[config.mk]
export PLATFORM = sky130hd
export DESIGN_NAME = rate_sample_output_regs
export DESIGN_NICKNAME = d
export VERILOG_FILES = /design/src/hdl/rso_pkg.sv /design/src/hdl/rso_flag_if.sv /design/src/hdl/rate_sample_output_regs.sv /design/src/hdl/rso_status_flags.sv
export SDC_FILE = /design/constraint.sdc
export NUM_CORES = 1
export LEC_CHECK = 0
export ABC_AREA = 1
export BUFFER_PORTS_ARGS = -buffer_cell sky130_fd_sc_hd__buf_2
export CAP_MARGIN = 20
export CORE_MARGIN = 2
export CORE_UTILIZATION = 40
export DETAILED_ROUTE_END_ITERATION = 12
export GPL_ROUTABILITY_DRIVEN = 0
export PLACE_DENSITY_LB_ADDON = 0.3
export SETUP_SLACK_MARGIN = 0.02
export SLEW_MARGIN = 30
export SYNTH_ARGS = -nofsm -noshare
export SYNTH_HDL_FRONTEND = slang
export SYNTH_SLANG_ARGS = --single-unit
[constraint.sdc]
create_clock -name core_clk -period 1.6 [get_ports core_clk]
set_clock_uncertainty 0.15 [all_clocks]
set_input_delay 0.16 -clock core_clk [delete_from_list [all_inputs] [get_ports core_clk]]
set_output_delay 0.16 -clock core_clk [all_outputs]
set_load 0.05 [all_outputs]
[src/hdl/rso_pkg.sv]
/*
 * constants for the rate sample output register bank: addresses,
 * status bit positions, mode codes and reset values.
 * assumes one core clock; register offsets are the serial port's
 * byte addresses as seen by the host.
 */
// Functional notes
// - each axis is 16-bit two's complement, two bytes
// - six bytes big-endian at 0x01 to 0x06
// - fifo mode zero live samples, else fifo head
// - live mode: high byte read latches low byte
// - fifo mode: x high read loads other five
// - fifo pointer advances only on z high read
// - after z low, wrap to 0x00 or 0x01
// - sample registers read-only, zero after power-on
// - status clears on standby/ready to active
// - status layout: overwrites 7..4, readies 3..0
// - combined overwrite on new set before retrieval
// - combined overwrite clears after all high reads
// - axis overwrite sets on unread data, clears on read
// - axis ready sets on acquisition, clears on read
// - combined ready sets any, clears all high reads
// - address zero mirrors ready or fifo status
package rso_pkg;
    localparam int AXES = 3;
    localparam int SAMPLE_W = 16;
    localparam logic [7:0] ADDR_STATUS = 8'h00;
    localparam logic [7:0] ADDR_X_HI = 8'h01;
    localparam logic [7:0] ADDR_X_LO = 8'h02;
    localparam logic [7:0] ADDR_Y_HI = 8'h03;
    localparam logic [7:0] ADDR_Z_HI = 8'h05;
    localparam logic [7:0] ADDR_Z_LO = 8'h06;
    localparam logic [7:0] ADDR_READY_FLAGS = 8'h07;
    localparam logic [7:0] RESET_BYTE = 8'h00;
    localparam int BIT_ALL_OW = 7;
    localparam int BIT_OW_LSB = 4;
    localparam int BIT_ANY_RDY = 3;
    localparam int BIT_RDY_LSB = 0;
    localparam logic [1:0] FIFO_MODE_OFF = 2'h0;
    localparam logic [1:0] OPMODE_STANDBY = 2'h0;
    localparam logic [1:0] OPMODE_READY = 2'h1;
    localparam logic [1:0] OPMODE_ACTIVE = 2'h2;
endpackage

[src/hdl/rso_flag_if.sv]
/*
 * carrier between the register bank and its status flag keeper.
 * assumes both ends run on core_clk.
 */
`timescale 1ns/1ps
`default_nettype none
interface rso_flag_if;
    logic [2:0] axisDone;
    logic [2:0] hiRead;
    logic modeClear;
    logic [7:0] flags;
    modport bankSide(output axisDone, output hiRead, output modeClear,
        input flags);
    modport flagSide(input axisDone, input hiRead, input modeClear,
        output flags);
endinterface
`default_nettype wire

[src/hdl/rate_sample_output_regs.sv]
/*
 * read side of the angular rate output registers 0x00..0x07.
 * assumes the serial port logic runs on core_clk, issues one-cycle
 * read strobes, and that acquisition and fifo logic sit beside it.
 */
`timescale 1ns/1ps
`default_nettype none
module rate_sample_output_regs
    import rso_pkg::*;
(
    input wire logic core_clk,
    input wire logic rstn,
    input wire logic clkEn,
    input wire logic rdStrobe,
    input wire logic [7:0] rdAddr,
    output logic [7:0] rdData,
    output logic rdValid,
    output logic [7:0] nextAddr,
    input wire logic wrapSelectBit,
    input wire logic [1:0] fifoMode,
    input wire logic [7:0] fifoStatus,
    input wire logic [1:0] opMode,
    input wire logic [AXES-1:0] axisDone,
    input wire logic [AXES-1:0][SAMPLE_W-1:0] axisSample,
    input wire logic [AXES-1:0][SAMPLE_W-1:0] fifoHead,
    output logic fifoPop,
    output logic [7:0] readyFlags
);
    rso_flag_if fl();

    logic [SAMPLE_W-1:0] liveR [AXES];
    logic [7:0] outR [6];
    logic [1:0] opModeR;
    logic liveMode, rdHit;
    logic [7:0] rdData_nxt, nextAddr_nxt;
    logic [2:0] hiRead;

    // ************************************
    // decode
    // ************************************
    assign liveMode = (fifoMode == FIFO_MODE_OFF);
    assign rdHit = clkEn && rdStrobe;

    genvar a;
    generate
        for (a = 0; a < AXES; a++) begin : g_axis
            localparam logic [7:0] HI_ADDR = ADDR_X_HI + 8'(2 * a);
            assign hiRead[a] = rdHit && (rdAddr == HI_ADDR);

            // live sample per axis, refreshed at the output rate
            always_ff @(posedge core_clk or negedge rstn) begin
                if (!rstn) begin
                    liveR[a] <= {SAMPLE_W{1'b0}};
                end else if (clkEn && axisDone[a]) begin
                    liveR[a] <= axisSample[a];
                end
            end
        end
    endgenerate

    assign fl.axisDone = clkEn ? axisDone : 3'h0;
    assign fl.hiRead = hiRead;
    assign fl.modeClear = (opMode == OPMODE_ACTIVE)
        && (opModeR == OPMODE_STANDBY || opModeR == OPMODE_READY);

    rso_status_flags u_flags (
        .core_clk(core_clk),
        .rstn(rstn),
        .clkEn(clkEn),
        .fl(fl.flagSide)
    );

    always_ff @(posedge core_clk or negedge rstn) begin
        if (!rstn) begin
            opModeR <= OPMODE_STANDBY;
        end else if (clkEn) begin
            opModeR <= opMode;
        end
    end

    // ************************************
    // byte snapshot
    // ************************************
    // the low byte is frozen at the high read, so a sample landing
    // mid-read cannot tear the pair
    always_ff @(posedge core_clk or negedge rstn) begin
        if (!rstn) begin
            for (int i = 0; i < 6; i++) begin
                outR[i] <= RESET_BYTE;
            end
        end else if (rdHit) begin
            if (liveMode) begin
                for (int i = 0; i < AXES; i++) begin
                    if (hiRead[i]) begin
                        outR[2*i] <= liveR[i][15:8];
                        outR[2*i+1] <= liveR[i][7:0];
                    end
                end
            end else if (hiRead[0]) begin
                for (int i = 0; i < AXES; i++) begin
                    outR[2*i] <= fifoHead[i][15:8];
                    outR[2*i+1] <= fifoHead[i][7:0];
                end
            end
        end
    end

    // ************************************
    // read mux and auto-increment
    // ************************************
    always_comb begin
        rdData_nxt = RESET_BYTE;
        if (rdAddr == ADDR_STATUS) begin
            rdData_nxt = liveMode ? fl.flags : fifoStatus;
        end else if (rdAddr == ADDR_READY_FLAGS) begin
            rdData_nxt = fl.flags;
        end else if (rdAddr == ADDR_X_HI) begin
            rdData_nxt = liveMode ? liveR[0][15:8] : fifoHead[0][15:8];
        end else if (rdAddr >= ADDR_X_LO && rdAddr <= ADDR_Z_LO) begin
            rdData_nxt = outR[3'(rdAddr - ADDR_X_HI)];
            for (int i = 1; i < AXES; i++) begin
                if (liveMode && hiRead[i]) begin
                    rdData_nxt = liveR[i][15:8];
                end
            end
        end
    end

    always_comb begin
        nextAddr_nxt = rdAddr + 8'h01;
        if (rdAddr == ADDR_Z_LO) begin
            nextAddr_nxt = wrapSelectBit ? ADDR_X_HI : ADDR_STATUS;
        end
    end

    always_ff @(posedge core_clk or negedge rstn) begin
        if (!rstn) begin
            rdData <= RESET_BYTE;
            rdValid <= 1'b0;
            nextAddr <= ADDR_STATUS;
        end else if (clkEn) begin
            rdValid <= rdStrobe;
            if (rdStrobe) begin
                rdData <= rdData_nxt;
                nextAddr <= nextAddr_nxt;
            end
        end
    end

    // the head advances only on the z high read, so a host that
    // stops mid-burst re-reads the same head entry
    always_ff @(posedge core_clk or negedge rstn) begin
        if (!rstn) begin
            fifoPop <= 1'b0;
        end else if (clkEn) begin
            fifoPop <= rdStrobe && !liveMode && rdAddr == ADDR_Z_HI;
        end
    end

    always_ff @(posedge core_clk or negedge rstn) begin
        if (!rstn) begin
            readyFlags <= RESET_BYTE;
        end else if (clkEn) begin
            readyFlags <= fl.flags;
        end
    end

    property p_pop;
        @(posedge core_clk) disable iff (!rstn)
        rdHit && !liveMode && rdAddr == ADDR_Z_HI |=> fifoPop;
    endproperty
    a_pop: assert property (p_pop)
        else $error("fifo pop missing on z high read");

    property p_no_pop;
        @(posedge core_clk) disable iff (!rstn)
        clkEn && !(rdStrobe && !liveMode && rdAddr == ADDR_Z_HI)
        |=> !fifoPop;
    endproperty
    a_no_pop: assert property (p_no_pop)
        else $error("fifo pop without z high read");

    property p_wrap;
        @(posedge core_clk) disable iff (!rstn)
        rdHit && rdAddr == ADDR_Z_LO
        |=> nextAddr == ($past(wrapSelectBit) ? ADDR_X_HI : ADDR_STATUS);
    endproperty
    a_wrap: assert property (p_wrap)
        else $error("auto-increment wrap wrong");

    property p_lo_latch;
        @(posedge core_clk) disable iff (!rstn)
        rdHit && liveMode && rdAddr == ADDR_X_HI
        |=> outR[1] == $past(liveR[0][7:0]);
    endproperty
    a_lo_latch: assert property (p_lo_latch)
        else $error("x low byte not latched on high read");

    property p_status_alias;
        @(posedge core_clk) disable iff (!rstn)
        rdHit && rdAddr == ADDR_STATUS
        |=> rdValid && rdData == ($past(liveMode) ? $past(fl.flags)
            : $past(fifoStatus));
    endproperty
    a_status_alias: assert property (p_status_alias)
        else $error("status alias returned wrong byte");

    property p_fifo_load;
        @(posedge core_clk) disable iff (!rstn)
        rdHit && !liveMode && rdAddr == ADDR_X_HI
        |=> outR[5] == $past(fifoHead[2][7:0]);
    endproperty
    a_fifo_load: assert property (p_fifo_load)
        else $error("z low byte not loaded from fifo head");

    // y high bypasses the snapshot, so both halves are checked here
    property p_pair;
        @(posedge core_clk) disable iff (!rstn)
        rdHit && liveMode && hiRead[1]
        |=> rdData == $past(liveR[1][15:8])
            && outR[3] == $past(liveR[1][7:0]);
    endproperty
    a_pair: assert property (p_pair)
        else $error("y bytes taken from different samples");

    property p_flags_copy;
        @(posedge core_clk) disable iff (!rstn)
        clkEn |=> readyFlags == $past(fl.flags);
    endproperty
    a_flags_copy: assert property (p_flags_copy)
        else $error("ready flag copy does not follow status");
endmodule
`default_nettype wire

[src/hdl/rso_status_flags.sv]
/*
 * keeps the ready and overwrite status byte.
 * assumes acquisition and read pulses are one core_clk cycle wide.
 */
`timescale 1ns/1ps
`default_nettype none
module rso_status_flags
    import rso_pkg::*;
(
    input wire logic core_clk,
    input wire logic rstn,
    input wire logic clkEn,
    rso_flag_if.flagSide fl
);
    logic [2:0] rdyR, owR, seenR, doneAccR;
    logic anyRdyR, allOwR;
    logic [2:0] seenNxt, doneNxt;
    logic allRead, setComplete;

    assign seenNxt = seenR | fl.hiRead;
    assign allRead = &seenNxt;
    assign doneNxt = doneAccR | fl.axisDone;
    assign setComplete = &doneNxt;

    // ************************************
    // per-axis flags
    // ************************************
    // set wins over the read clear so no acquisition is lost
    always_ff @(posedge core_clk or negedge rstn) begin
        if (!rstn) begin
            rdyR <= 3'h0;
            owR <= 3'h0;
        end else if (clkEn) begin
            if (fl.modeClear) begin
                rdyR <= 3'h0;
                owR <= 3'h0;
            end else begin
                rdyR <= (rdyR & ~fl.hiRead) | fl.axisDone;
                owR <= (owR & ~fl.hiRead) | (fl.axisDone & rdyR);
            end
        end
    end

    // ************************************
    // combined flags
    // ************************************
    always_ff @(posedge core_clk or negedge rstn) begin
        if (!rstn) begin
            anyRdyR <= 1'b0;
            allOwR <= 1'b0;
            seenR <= 3'h0;
            doneAccR <= 3'h0;
        end else if (clkEn) begin
            if (fl.modeClear) begin
                anyRdyR <= 1'b0;
                allOwR <= 1'b0;
                seenR <= 3'h0;
                doneAccR <= 3'h0;
            end else begin
                seenR <= allRead ? 3'h0 : seenNxt;
                doneAccR <= setComplete ? 3'h0 : doneNxt;
                anyRdyR <= (|fl.axisDone) | (anyRdyR & ~allRead);
                allOwR <= (setComplete & anyRdyR)
                    | (allOwR & ~allRead);
            end
        end
    end

    assign fl.flags = {allOwR, owR, anyRdyR, rdyR};

    property p_rdy_set;
        @(posedge core_clk) disable iff (!rstn)
        clkEn && !fl.modeClear && fl.axisDone[0] |=> fl.flags[BIT_RDY_LSB];
    endproperty
    a_rdy_set: assert property (p_rdy_set)
        else $error("x ready not set after acquisition");

    property p_ow_set;
        @(posedge core_clk) disable iff (!rstn)
        clkEn && !fl.modeClear && fl.axisDone[2] && fl.flags[2]
        |=> fl.flags[BIT_OW_LSB + 2];
    endproperty
    a_ow_set: assert property (p_ow_set)
        else $error("z overwrite not set on unread data");

    property p_mode_clear;
        @(posedge core_clk) disable iff (!rstn)
        clkEn && fl.modeClear |=> fl.flags == RESET_BYTE;
    endproperty
    a_mode_clear: assert property (p_mode_clear)
        else $error("status not cleared on mode entry");

    property p_any_clear;
        @(posedge core_clk) disable iff (!rstn)
        clkEn && !fl.modeClear && fl.axisDone == 3'h0 && allRead
        |=> !fl.flags[BIT_ANY_RDY] && !fl.flags[BIT_ALL_OW];
    endproperty
    a_any_clear: assert property (p_any_clear)
        else $error("combined flags survive full high-byte read");
endmodule
`default_nettype wire

==> report_table.html, run 1 <==
<table>
<tr><th>Metric</th><th>Value</th></tr>
<tr><th colspan="2">Logic synthesis</th></tr>
<tr><td>Avg Cell Area, Syn</td><td>7.473 µm²</td></tr>
<tr><td>Ys Warns</td><td>0</td></tr>
<tr><td>Synth cell types</td><td>40</td></tr>
<tr><td>Sequential cell area fraction in the yosys report</td><td>~48%</td></tr>
<tr><td>Adder and majority cell fraction of the synthesized area</td><td>less than 1%</td></tr>
<tr><td>Syn_nets</td><td>about 1100</td></tr>
<tr><td>Mux contribution to synthesized area</td><td>0.9912%</td></tr>
<tr><td>Combinational family with the most area after synthesis</td><td>simple AND/OR/NAND/NOR gates</td></tr>
<tr><td>Post-synthesis instance total</td><td>about 950</td></tr>
<tr><td>Primary flip-flop cell chosen by synthesis mapping</td><td>sky130_fd_sc_hd__dfrtp_1</td></tr>
<tr><td>Post-synthesis xor/xnor area fraction</td><td>less than 1%</td></tr>
<tr><td>Total standard cell area after synthesis</td><td>7069 µm²</td></tr>
<tr><td>Largest area contributor in the netlist</td><td>sky130_fd_sc_hd__dfrtp_1</td></tr>
<tr><td>Complex-gate fraction of the synthesized area</td><td>under 10%</td></tr>
<tr><td>Share of async-settable or async-resettable flops after synthesis</td><td>100.0%</td></tr>
<tr><td>Most area-consuming cells after synthesis</td><td>sky130_fd_sc_hd__dfrtp_1 (48%), sky130_fd_sc_hd__nand2_1 (23%), sky130_fd_sc_hd__nor2_1 (3.6%)</td></tr>
<tr><td>EDFF count, synth</td><td>0</td></tr>
<tr><td>Portion of synthesized cell area occupied by the leading cell type</td><td>approximately half</td></tr>
<tr><td>Fraction of the mapped netlist area in simple logic gates</td><td>33.66%</td></tr>
<tr><td>Total of flip-flops plus latches after synthesis</td><td>137</td></tr>
<tr><th colspan="2">GRT</th></tr>
<tr><td>Wire length of the first global-routing pass</td><td>about 34000 µm</td></tr>
<tr><td>Antenna violations before repair</td><td>0</td></tr>
<tr><td>Largest net degree at the start of global routing</td><td>40</td></tr>
<tr><td>Total overflow reported by the global router</td><td>0</td></tr>
<tr><td>Vias in the first global route</td><td>7008</td></tr>
<tr><td>Total Routing Usage GR</td><td>about a quarter</td></tr>
<tr><th colspan="2">Clocking</th></tr>
<tr><td>Number of clock sinks seen by CTS</td><td>about 140</td></tr>
<tr><td>Source-to-sink clock delay at the later pin of the worst-skew pair</td><td>0.42 ns</td></tr>
<tr><td>Clock tree from TritonCTS</td><td>built</td></tr>
<tr><td>Clock-pin slew on the worst setup and hold paths</td><td>approximately 0.060 ns</td></tr>
<tr><td>TritonCTS Buffers</td><td>17</td></tr>
<tr><td>Root buffer cell</td><td>sky130_fd_sc_hd__clkbuf_16</td></tr>
<tr><td>Largest buffer count on any clock path</td><td>2</td></tr>
<tr><td>CTS H-tree lvls</td><td>4</td></tr>
<tr><th colspan="2">Timing</th></tr>
<tr><td>Final-report setup violation count</td><td>0</td></tr>
<tr><td>FMAX</td><td>656.0 MHz</td></tr>
<tr><td>Final slew viol count</td><td>0</td></tr>
<tr><td>Normalized max-slew margin</td><td>between 70% and 80%</td></tr>
<tr><td>Shortest period the worst path allows</td><td>between 1.5 and 2 ns</td></tr>
<tr><td>Ratio of final minimum period to clock period</td><td>around 95%</td></tr>
<tr><td>Setup repair after global routing missed its margin</td><td>yes</td></tr>
<tr><td>Slew at the pin closest to its max-slew limit</td><td>0.4092 ns</td></tr>
<tr><td>Hold Vio Cnt, Final</td><td>0</td></tr>
<tr><th colspan="2">Worst setup path</th></tr>
<tr><td>Crit path max fanout</td><td>8</td></tr>
<tr><td>Critical Path Start Type</td><td>primary input</td></tr>
<tr><td>Worst EP arrival</td><td>about 1.7 ns</td></tr>
<tr><td>Launching point of the worst reg2reg path</td><td>outR[6]</td></tr>
<tr><td>CP startpoint</td><td>rdAddr[0]</td></tr>
<tr><td>Critical path class</td><td>in -&gt; reg</td></tr>
<tr><td>Required time of the worst setup path</td><td>approximately 1.8 ns</td></tr>
<tr><td>Kind of end point of the critical path</td><td>flop</td></tr>
<tr><th colspan="2">Drt</th></tr>
<tr><td>Count of routing violations after the opening detailed-route iteration</td><td>about 500</td></tr>
<tr><td>DR vias</td><td>between 7000 and 8000</td></tr>
<tr><td>Via count normalized by instance count</td><td>roughly 4.9</td></tr>
<tr><td>Wire length per cell</td><td>roughly 14 µm</td></tr>
<tr><td>Post-route DRC violation count</td><td>0</td></tr>
<tr><td>Pre-antenna DRT Iters</td><td>8</td></tr>
<tr><td>Total detailed-routing wirelength</td><td>~21000 µm</td></tr>
<tr><td>Final antenna-violating net count</td><td>0</td></tr>
<tr><th colspan="2">Cells and area</th></tr>
<tr><td>Commonest non-fill, non-tap cells in the layout</td><td>sky130_fd_sc_hd__nand2_1 (437), sky130_fd_sc_hd__buf_2 (148), sky130_fd_sc_hd__dfrtp_1 (137), sky130_fd_sc_hd__dlygate4sd3_1 (96), sky130_fd_sc_hd__buf_4 (69)</td></tr>
<tr><td>Share of layout cells above drive strength 1</td><td>24.01%</td></tr>
<tr><td>Number of inserted diodes</td><td>0</td></tr>
<tr><td>Number of nets in the final layout</td><td>between 1000 and 1500</td></tr>
<tr><td>Final core utilization</td><td>59.09%</td></tr>
<tr><td>Finished Cell Area</td><td>10220 µm²</td></tr>
<tr><td>Layout-stage area growth over the synthesis result</td><td>44.58%</td></tr>
<tr><td>Most common cell after layout, fill and taps aside</td><td>sky130_fd_sc_hd__nand2_1</td></tr>
<tr><th colspan="2">Worst hold path</th></tr>
<tr><td>Hold WC Path Type</td><td>in -&gt; reg</td></tr>
<tr><td>Start point of the worst hold path</td><td>fifoHead[9]</td></tr>
<tr><th colspan="2">Power</th></tr>
<tr><td>Static power due to leakage</td><td>around 5.4 nW</td></tr>
<tr><td>Cell Pwr Density</td><td>between 900 and 1000 nW/µm²</td></tr>
<tr><td>Peak supply drop</td><td>~0.77 mV</td></tr>
<tr><th colspan="2">Run</th></tr>
<tr><td>Number of max-capacitance violations reported</td><td>0</td></tr>
<tr><th colspan="2">Floorplan</th></tr>
<tr><td>Number of primary I/O pins</td><td>150</td></tr>
<tr><td>Starting density of the core</td><td>40.87%</td></tr>
<tr><td>Row Count</td><td>48</td></tr>
<tr><td>Area of the core</td><td>~17000 µm²</td></tr>
<tr><td>Total Die Area</td><td>between 15000 and 20000 µm²</td></tr>
<tr><td>Die width</td><td>between 100 and 150 µm</td></tr>
<tr><td>Y dimension of the die</td><td>136.9 µm</td></tr>
<tr><th colspan="2">Outcome</th></tr>
<tr><td>Result of the run</td><td>completed</td></tr>
<tr><th colspan="2">Placed design</th></tr>
<tr><td>Quantity of I/O buffers inserted on ports</td><td>between 100 and 150</td></tr>
<tr><td>Final HPWL from detailed placement</td><td>about 15000 µm</td></tr>
<tr><td>DP Area</td><td>roughly 8500 µm²</td></tr>
</table>
cell type report:
cell class              count  area [µm²]
well taps                 225       281.5
flip-flops and latches    137        3428
fillers                  1572        7076
multi-input cells         707        3272
repair buffers            323        2396
inverters                  59       222.7
clock buffers              20       446.7
clock inverters            12       173.9
cell usage after synthesis (2+ instances only):
| cell | n |
|---|---|
| sky130_fd_sc_hd__o22ai_1 | 4 |
| sky130_fd_sc_hd__nand2_1 | 439 |
| sky130_fd_sc_hd__o31ai_1 | 3 |
| sky130_fd_sc_hd__ha_1 | 4 |
| sky130_fd_sc_hd__a31oi_1 | 40 |
| sky130_fd_sc_hd__o21ai_1 | 13 |
| sky130_fd_sc_hd__clkbuf_1 | 17 |
| sky130_fd_sc_hd__nor3_1 | 4 |
| sky130_fd_sc_hd__nor2_1 | 68 |
| sky130_fd_sc_hd__nand4_1 | 9 |
| sky130_fd_sc_hd__buf_6 | 7 |
| sky130_fd_sc_hd__dfrtp_1 | 137 |
| sky130_fd_sc_hd__nor2_2 | 5 |
| sky130_fd_sc_hd__nand2_2 | 4 |
| sky130_fd_sc_hd__nand2_4 | 4 |
| sky130_fd_sc_hd__mux2i_1 | 7 |
| sky130_fd_sc_hd__nand3_1 | 40 |
| sky130_fd_sc_hd__o32ai_1 | 2 |
| sky130_fd_sc_hd__inv_1 | 47 |
| sky130_fd_sc_hd__a21oi_1 | 16 |
| sky130_fd_sc_hd__o21ai_0 | 29 |
| sky130_fd_sc_hd__inv_2 | 10 |
| sky130_fd_sc_hd__buf_2 | 14 |
| sky130_fd_sc_hd__buf_4 | 4 |
| sky130_fd_sc_hd__clkinv_1 | 2 |
| sky130_fd_sc_hd__nand3_2 | 2 |
| sky130_fd_sc_hd__nor2_4 | 2 |
path summary, 6_finish.rpt:
| path | slack, ns | cells after the start | endpoint |
|---|---|---|---|
| max in group asynchronous | 0.69 | 3 | liveR[2] |
| max reg2reg | 0.12 | 11 | rdData[6] |
| min in group asynchronous | 0.07 | 2 | readyFlags[7] |
| max | 0.08 | 15 | rdData[5] |
| min reg2reg | 0.33 | 2 | readyFlags[6] |
| min | 0.02 | 4 | outR[41] |
per-stage QoR:
step / hold WS (ns) / power, W / worst slack, ns / cells / TNS (ns)
floorplan: -0.2856 / 0.004968 / -0.09100 / 946 / -0.5911
global placement: -0.04965 / 0.005620 / -0.3622 / 1350 / -15.32
detailed placement: -0.04230 / 0.005650 / -0.3847 / 1350 / -17.00
CTS: 0.01004 / 0.009984 / 0.04549 / 1478 / 0
global route: 0.02323 / 0.01041 / -0.02967 / 1483 / -0.09409
finish: 0.01695 / 0.009955 / 0.07551 / 1483 / 0
power breakdown:
| part | total [W] | switching, W | internal (W) |
|---|---|---|---|
| registers | 0.00400 | 0.000196 | 0.00380 |
| clock network | 0.00415 | 0.00150 | 0.00264 |
| logic | 0.00181 | 0.00108 | 0.000733 |
what timing repair did:
action | 4_1_cts | 5_1_grt
setup buffers | 0 | 5
hold buffers | 96 | 0
setup endpoints to repair | 0 | 23
endpoints found under the hold margin | 232 | 0
gates resized for setup | 0 | 18
worst max-delay path, cell delays in order:
cell and delay, ns:
sky130_fd_sc_hd__buf_2 0.13, sky130_fd_sc_hd__buf_4 0.13, sky130_fd_sc_hd__ha_4 0.17, sky130_fd_sc_hd__nand3_2 0.12, sky130_fd_sc_hd__nor2_4 0.18, sky130_fd_sc_hd__nand2_4 0.10
sky130_fd_sc_hd__nor2_4 0.19, sky130_fd_sc_hd__nand2_1 0.11, sky130_fd_sc_hd__nand3_1 0.10, sky130_fd_sc_hd__nand2_1 0.08, sky130_fd_sc_hd__nand2_1 0.07, sky130_fd_sc_hd__nand2_1 0.05
sky130_fd_sc_hd__nand2_1 0.05, sky130_fd_sc_hd__nand2_1 0.04, sky130_fd_sc_hd__nand2_1 0.05
logic make-up (layout without fill, tap and decap cells):
| logic type | count (synthesis) | after routing |
|---|---|---|
| and+or+nand+nor | 582 | 582 |
| DFF | 137 | 137 |
| AOI/OAI and AO/OA | 111 | 111 |
| buffers and inverters | 102 | 414 |
| muxes | 7 | 7 |
| adders and majority gates | 4 | 4 |
| xor gates and xnor gates | 3 | 3 |
state kept, by name, summed over array words and instances (netlist names):
name	flops
readyFlags	8
u_flags.seenR	3
u_flags.doneAccR	3
rdData	8
fifoPop	1
u_flags.anyRdyR	1
opModeR	1
u_flags.owR	3
nextAddr	8
outR	48
liveR	48
u_flags.allOwR	1
rdValid	1
u_flags.rdyR	3
per-layer routing:
metal	up-vias	global-route usage [%]	share of wire, %
met5	-	0	0
met4	0	7.331	2.4
met3	40	4.852	5.6
met2	236	39.75	48
met1	3372	30.06	44
li1	3621	-	-
No activity file was read; power rests on OpenSTA's default activity.
==> run 2: changes to the inputs <==
- ABC_CLOCK_PERIOD_IN_PS: unset -> 1600
- MAX_ROUTING_LAYER: unset -> met4
==> run 2 against run 1 <==
  * Non-clock buffer count shrank 2
  * Design area shrank 0.22%
  * Sequential share of layout area grew 0.074 points
  * Sequential power is essentially flat
  * Critical path depth shrank 4
  * Utilization shrank 0.13 points
  * Global-route usage grew 0.67 points
  * Fmax grew 3.3%
  * Count of clock-buffer cells in the layout is the same
  * Critical endpoint is now rdData[6]
  * Highest routed layer unchanged
==> report_table.html, run 2 (synthesized netlist as in run 1, its figures left out) <==
<table>
<tr><th>Metric</th><th>Value</th></tr>
<tr><th colspan="2">Power</th></tr>
<tr><td>Combinational power share</td><td>18.2% (about the same)</td></tr>
<tr><td>Peak supply drop</td><td>0.7739 mV (was 0.7673 mV)</td></tr>
<tr><td>Switching Fraction</td><td>27.90% (was 27.88%)</td></tr>
<tr><td>Net switching power</td><td>0.002778 W (was 0.002775 W)</td></tr>
<tr><td>Total Power</td><td>0.009957 W (was 0.009955 W)</td></tr>
<tr><td>Internal power of the cells</td><td>0.007179 W (about the same)</td></tr>
<tr><td>Clock power share</td><td>41.7% (about the same)</td></tr>
<tr><td>Cell Pwr Density</td><td>976.3 nW/µm² (was 974.0 nW/µm²)</td></tr>
<tr><td>Static power due to leakage</td><td>5.369 nW (was 5.384 nW)</td></tr>
<tr><td>Sequential group share of total power</td><td>40.2% (about the same)</td></tr>
<tr><th colspan="2">Timing</th></tr>
<tr><td>Final slew viol count</td><td>0 (unchanged)</td></tr>
<tr><td>Min Hold Slack</td><td>0.01506 ns (was 0.01695 ns)</td></tr>
<tr><td>Final-layout setup total negative slack</td><td>0 ns (unchanged)</td></tr>
<tr><td>Setup repair after global routing missed its margin</td><td>yes (unchanged)</td></tr>
<tr><td>FMAX</td><td>677.4 MHz (was 656.0 MHz)</td></tr>
<tr><td>Slew at the pin closest to its max-slew limit</td><td>0.4074 ns (was 0.4092 ns)</td></tr>
<tr><td>Worst Slack Setup Final</td><td>0.1238 ns (was 0.07551 ns)</td></tr>
<tr><td>Normalized max-slew margin</td><td>72.84% (was 72.72%)</td></tr>
<tr><td>Ratio of final minimum period to clock period</td><td>92.26% (was 95.28%)</td></tr>
<tr><td>Hold Vio Cnt, Final</td><td>0 (unchanged)</td></tr>
<tr><td>Shortest period the worst path allows</td><td>1.476 ns (was 1.524 ns)</td></tr>
<tr><td>Final-report setup violation count</td><td>0 (unchanged)</td></tr>
<tr><th colspan="2">Worst setup path</th></tr>
<tr><td>Critical register-to-register path endpoint</td><td>rdData[6] (unchanged)</td></tr>
<tr><td>Reg2Reg Setup Slack</td><td>0.12 ns (about the same)</td></tr>
<tr><td>Worst EP arrival</td><td>1.64 ns (was 1.73 ns)</td></tr>
<tr><td>Cell with the biggest individual delay on the critical path</td><td>sky130_fd_sc_hd__dfrtp_1 (was sky130_fd_sc_hd__nor2_4)</td></tr>
<tr><td>Critical Path Start Type</td><td>flop (was primary input)</td></tr>
<tr><td>Crit path max fanout</td><td>2 (was 8)</td></tr>
<tr><td>Cell with the most instances on the worst path</td><td>sky130_fd_sc_hd__nand2_1 (unchanged)</td></tr>
<tr><td>Sequence of cells on the critical path</td><td>or2_2, nand3_2, nand2_1, nand3_2, nand3_2, nand2_1, nand2_1, nand2_1, nand2_1, nand2_1, nand2_1 (was buf_2, buf_4, ha_4, nand3_2, nor2_4, nand2_4, nor2_4, nand2_1, nand3_1, nand2_1, nand2_1, nand2_1, nand2_1, nand2_1, nand2_1)</td></tr>
<tr><td>Required time of the worst setup path</td><td>1.76 ns (was 1.81 ns)</td></tr>
<tr><td>Kind of end point of the critical path</td><td>flop (unchanged)</td></tr>
<tr><td>Launching point of the worst reg2reg path</td><td>outR[6] (unchanged)</td></tr>
<tr><td>Critical path class</td><td>reg -&gt; reg (was in -&gt; reg)</td></tr>
<tr><td>Worst R2R Path Depth</td><td>11 (unchanged)</td></tr>
<tr><td>Largest stage delay on the critical path</td><td>0.38 ns (was 0.19 ns)</td></tr>
<tr><th colspan="2">Drt</th></tr>
<tr><td>Pre-antenna DRT Iters</td><td>6 (was 8)</td></tr>
<tr><td>DR vias</td><td>7244 (was 7269)</td></tr>
<tr><td>Post-route DRC violation count</td><td>0 (unchanged)</td></tr>
<tr><td>Total detailed-routing wirelength</td><td>21260 µm (was 21310 µm)</td></tr>
<tr><td>Final antenna-violating net count</td><td>0 (unchanged)</td></tr>
<tr><td>Count of routing violations after the opening detailed-route iteration</td><td>481 (was 502)</td></tr>
<tr><td>Via count normalized by instance count</td><td>4.891 (was 4.902)</td></tr>
<tr><td>Wire length per cell</td><td>14.35 µm (was 14.37 µm)</td></tr>
<tr><th colspan="2">Clocking</th></tr>
<tr><td>Source-to-sink clock delay at the later pin of the worst-skew pair</td><td>0.42 ns (about the same)</td></tr>
<tr><td>Clock-pin slew on the worst setup and hold paths</td><td>0.06 ns (about the same)</td></tr>
<tr><td>Clock tree from TritonCTS</td><td>built (unchanged)</td></tr>
<tr><td>CTS H-tree lvls</td><td>4 (unchanged)</td></tr>
<tr><td>TritonCTS Buffers</td><td>17 (unchanged)</td></tr>
<tr><td>Largest buffer count on any clock path</td><td>2 (unchanged)</td></tr>
<tr><td>Number of clock sinks seen by CTS</td><td>137 (unchanged)</td></tr>
<tr><td>Root buffer cell</td><td>sky130_fd_sc_hd__clkbuf_16 (unchanged)</td></tr>
<tr><th colspan="2">Outcome</th></tr>
<tr><td>Result of the run</td><td>completed (unchanged)</td></tr>
<tr><th colspan="2">Worst hold path</th></tr>
<tr><td>Hold Crit Endpoint</td><td>outR[41] (unchanged)</td></tr>
<tr><td>Hold WC Path Type</td><td>in -&gt; reg (unchanged)</td></tr>
<tr><td>Hold path depth</td><td>4 (unchanged)</td></tr>
<tr><td>Start point of the worst hold path</td><td>fifoHead[9] (unchanged)</td></tr>
<tr><th colspan="2">Floorplan</th></tr>
<tr><td>Number of primary I/O pins</td><td>150 (unchanged)</td></tr>
<tr><td>Die width</td><td>136.9 µm (unchanged)</td></tr>
<tr><td>Area of the core</td><td>17300 µm² (unchanged)</td></tr>
<tr><td>Row Count</td><td>48 (unchanged)</td></tr>
<tr><td>Total Die Area</td><td>18750 µm² (unchanged)</td></tr>
<tr><td>Starting density of the core</td><td>40.87% (unchanged)</td></tr>
<tr><td>Y dimension of the die</td><td>136.9 µm (unchanged)</td></tr>
<tr><th colspan="2">Cells and area</th></tr>
<tr><td>Number of filler instances in the final layout</td><td>1577 (was 1572)</td></tr>
<tr><td>Commonest non-fill, non-tap cells in the layout</td><td>sky130_fd_sc_hd__nand2_1 (437), sky130_fd_sc_hd__buf_2 (148), sky130_fd_sc_hd__dfrtp_1 (137), sky130_fd_sc_hd__dlygate4sd3_1 (96), sky130_fd_sc_hd__buf_4 (69) (unchanged)</td></tr>
<tr><td>Most common cell after layout, fill and taps aside</td><td>sky130_fd_sc_hd__nand2_1 (unchanged)</td></tr>
<tr><td>Registers with the most flip-flops</td><td>liveR: 48 flops, outR: 48 flops (unchanged)</td></tr>
<tr><td>Share of layout cells above drive strength 1</td><td>24.04% (was 24.01%)</td></tr>
<tr><td>Final core utilization</td><td>58.96% (was 59.09%)</td></tr>
<tr><td>Layout-stage area growth over the synthesis result</td><td>44.27% (was 44.58%)</td></tr>
<tr><td>Number of inserted diodes</td><td>0 (unchanged)</td></tr>
<tr><td>Number of nets in the final layout</td><td>1371 (was 1373)</td></tr>
<tr><th colspan="2">GRT</th></tr>
<tr><td>Total Routing Usage GR</td><td>24.13% (was 23.46%)</td></tr>
<tr><td>Total overflow reported by the global router</td><td>0 (unchanged)</td></tr>
<tr><td>Antenna violations before repair</td><td>0 (unchanged)</td></tr>
<tr><td>Largest net degree at the start of global routing</td><td>40 (unchanged)</td></tr>
<tr><td>Vias in the first global route</td><td>7014 (was 7008)</td></tr>
<tr><td>Wire length of the first global-routing pass</td><td>33940 µm (was 33990 µm)</td></tr>
<tr><th colspan="2">Placed design</th></tr>
<tr><td>Post-Place Worst Slack</td><td>-0.3847 ns (unchanged)</td></tr>
<tr><td>Quantity of I/O buffers inserted on ports</td><td>149 (unchanged)</td></tr>
<tr><td>Final HPWL from detailed placement</td><td>15490 µm (unchanged)</td></tr>
<tr><th colspan="2">Run</th></tr>
<tr><td>Number of max-capacitance violations reported</td><td>0 (unchanged)</td></tr>
</table>
## run 2: changes by cell type in the layout (fill, tap and decap cells not counted), sizes merged
cell	previous run	this run
buf	226	225
clkbuf	21	20
## run 2: final cells by class
| type | count | area, µm² | share of cell area [%] |
|---|---|---|---|
| inverters | 59 | 222.7 | 2.184 |
| flip-flops and latches | 137 | 3428 | 33.62 |
| multi-input cells | 707 | 3274 | 32.11 |
| clock inverters | 12 | 173.9 | 1.705 |
| repair buffers | 321 | 2371 | 23.25 |
| well taps | 225 | 281.5 | 2.760 |
| clock buffers | 20 | 446.7 | 4.380 |
## run 2: what timing repair did
action	in CTS	in global routing
endpoints found under the hold margin	232	0
endpoints found under the setup margin	0	23
hold buffers	96	0
buffers inserted	0	3
gates resized for setup	0	20
## run 2: how the worst max path moves through the flow
| stage | from | to | slack, ns |
|---|---|---|---|
| after floorplan | rdAddr[0] | rdData[7] | -0.09 |
| after CTS | rdAddr[0] | rdData[2] | 0.05 |
| after detailed placement | rdAddr[0] | u_flags.anyRdyR | -0.38 |
| after global routing | outR[29] | rdData[5] | -0.004 |
| final | outR[6] | rdData[6] | 0.12 |
| after global placement | rdAddr[0] | rdData[2] | -0.36 |
## run 2: layer usage
metal / up-vias / global-route usage, % / routed length [µm]
met5: - / - / 0
met4: 0 / 7.331 / 423
met3: 38 / 4.741 / 1150
met2: 225 / 39.75 / 10240
met1: 3371 / 30.08 / 9438
li1: 3610 / - / -
## run 2: power by group through the flow
| stage | logic [W] | registers, W | clock network, W |
|---|---|---|---|
| global placement | 0.00157 | 0.00405 | 0 |
| CTS | 0.00178 | 0.00400 | 0.00420 |
| detailed placement | 0.00160 | 0.00405 | 0 |
| finish | 0.00181 | 0.00400 | 0.00415 |
| floorplan | 0.000734 | 0.00423 | 0 |
| global route | 0.00201 | 0.00404 | 0.00436 |
## run 2: through the flow
stage | cell area, µm² | std cells
after floorplan | 7102 | 946
after CTS | 10090 | 1478
final | 10200 | 1481
after detailed placement | 8511 | 1350
after global routing | 10200 | 1481
after global placement | 8511 | 1350
## run 2: worst max-delay path: cells and delay by family, from the launching register on
family,cells,cell delay (ns)
and+or+nand+nor,11,0.83
DFF,1,0.38
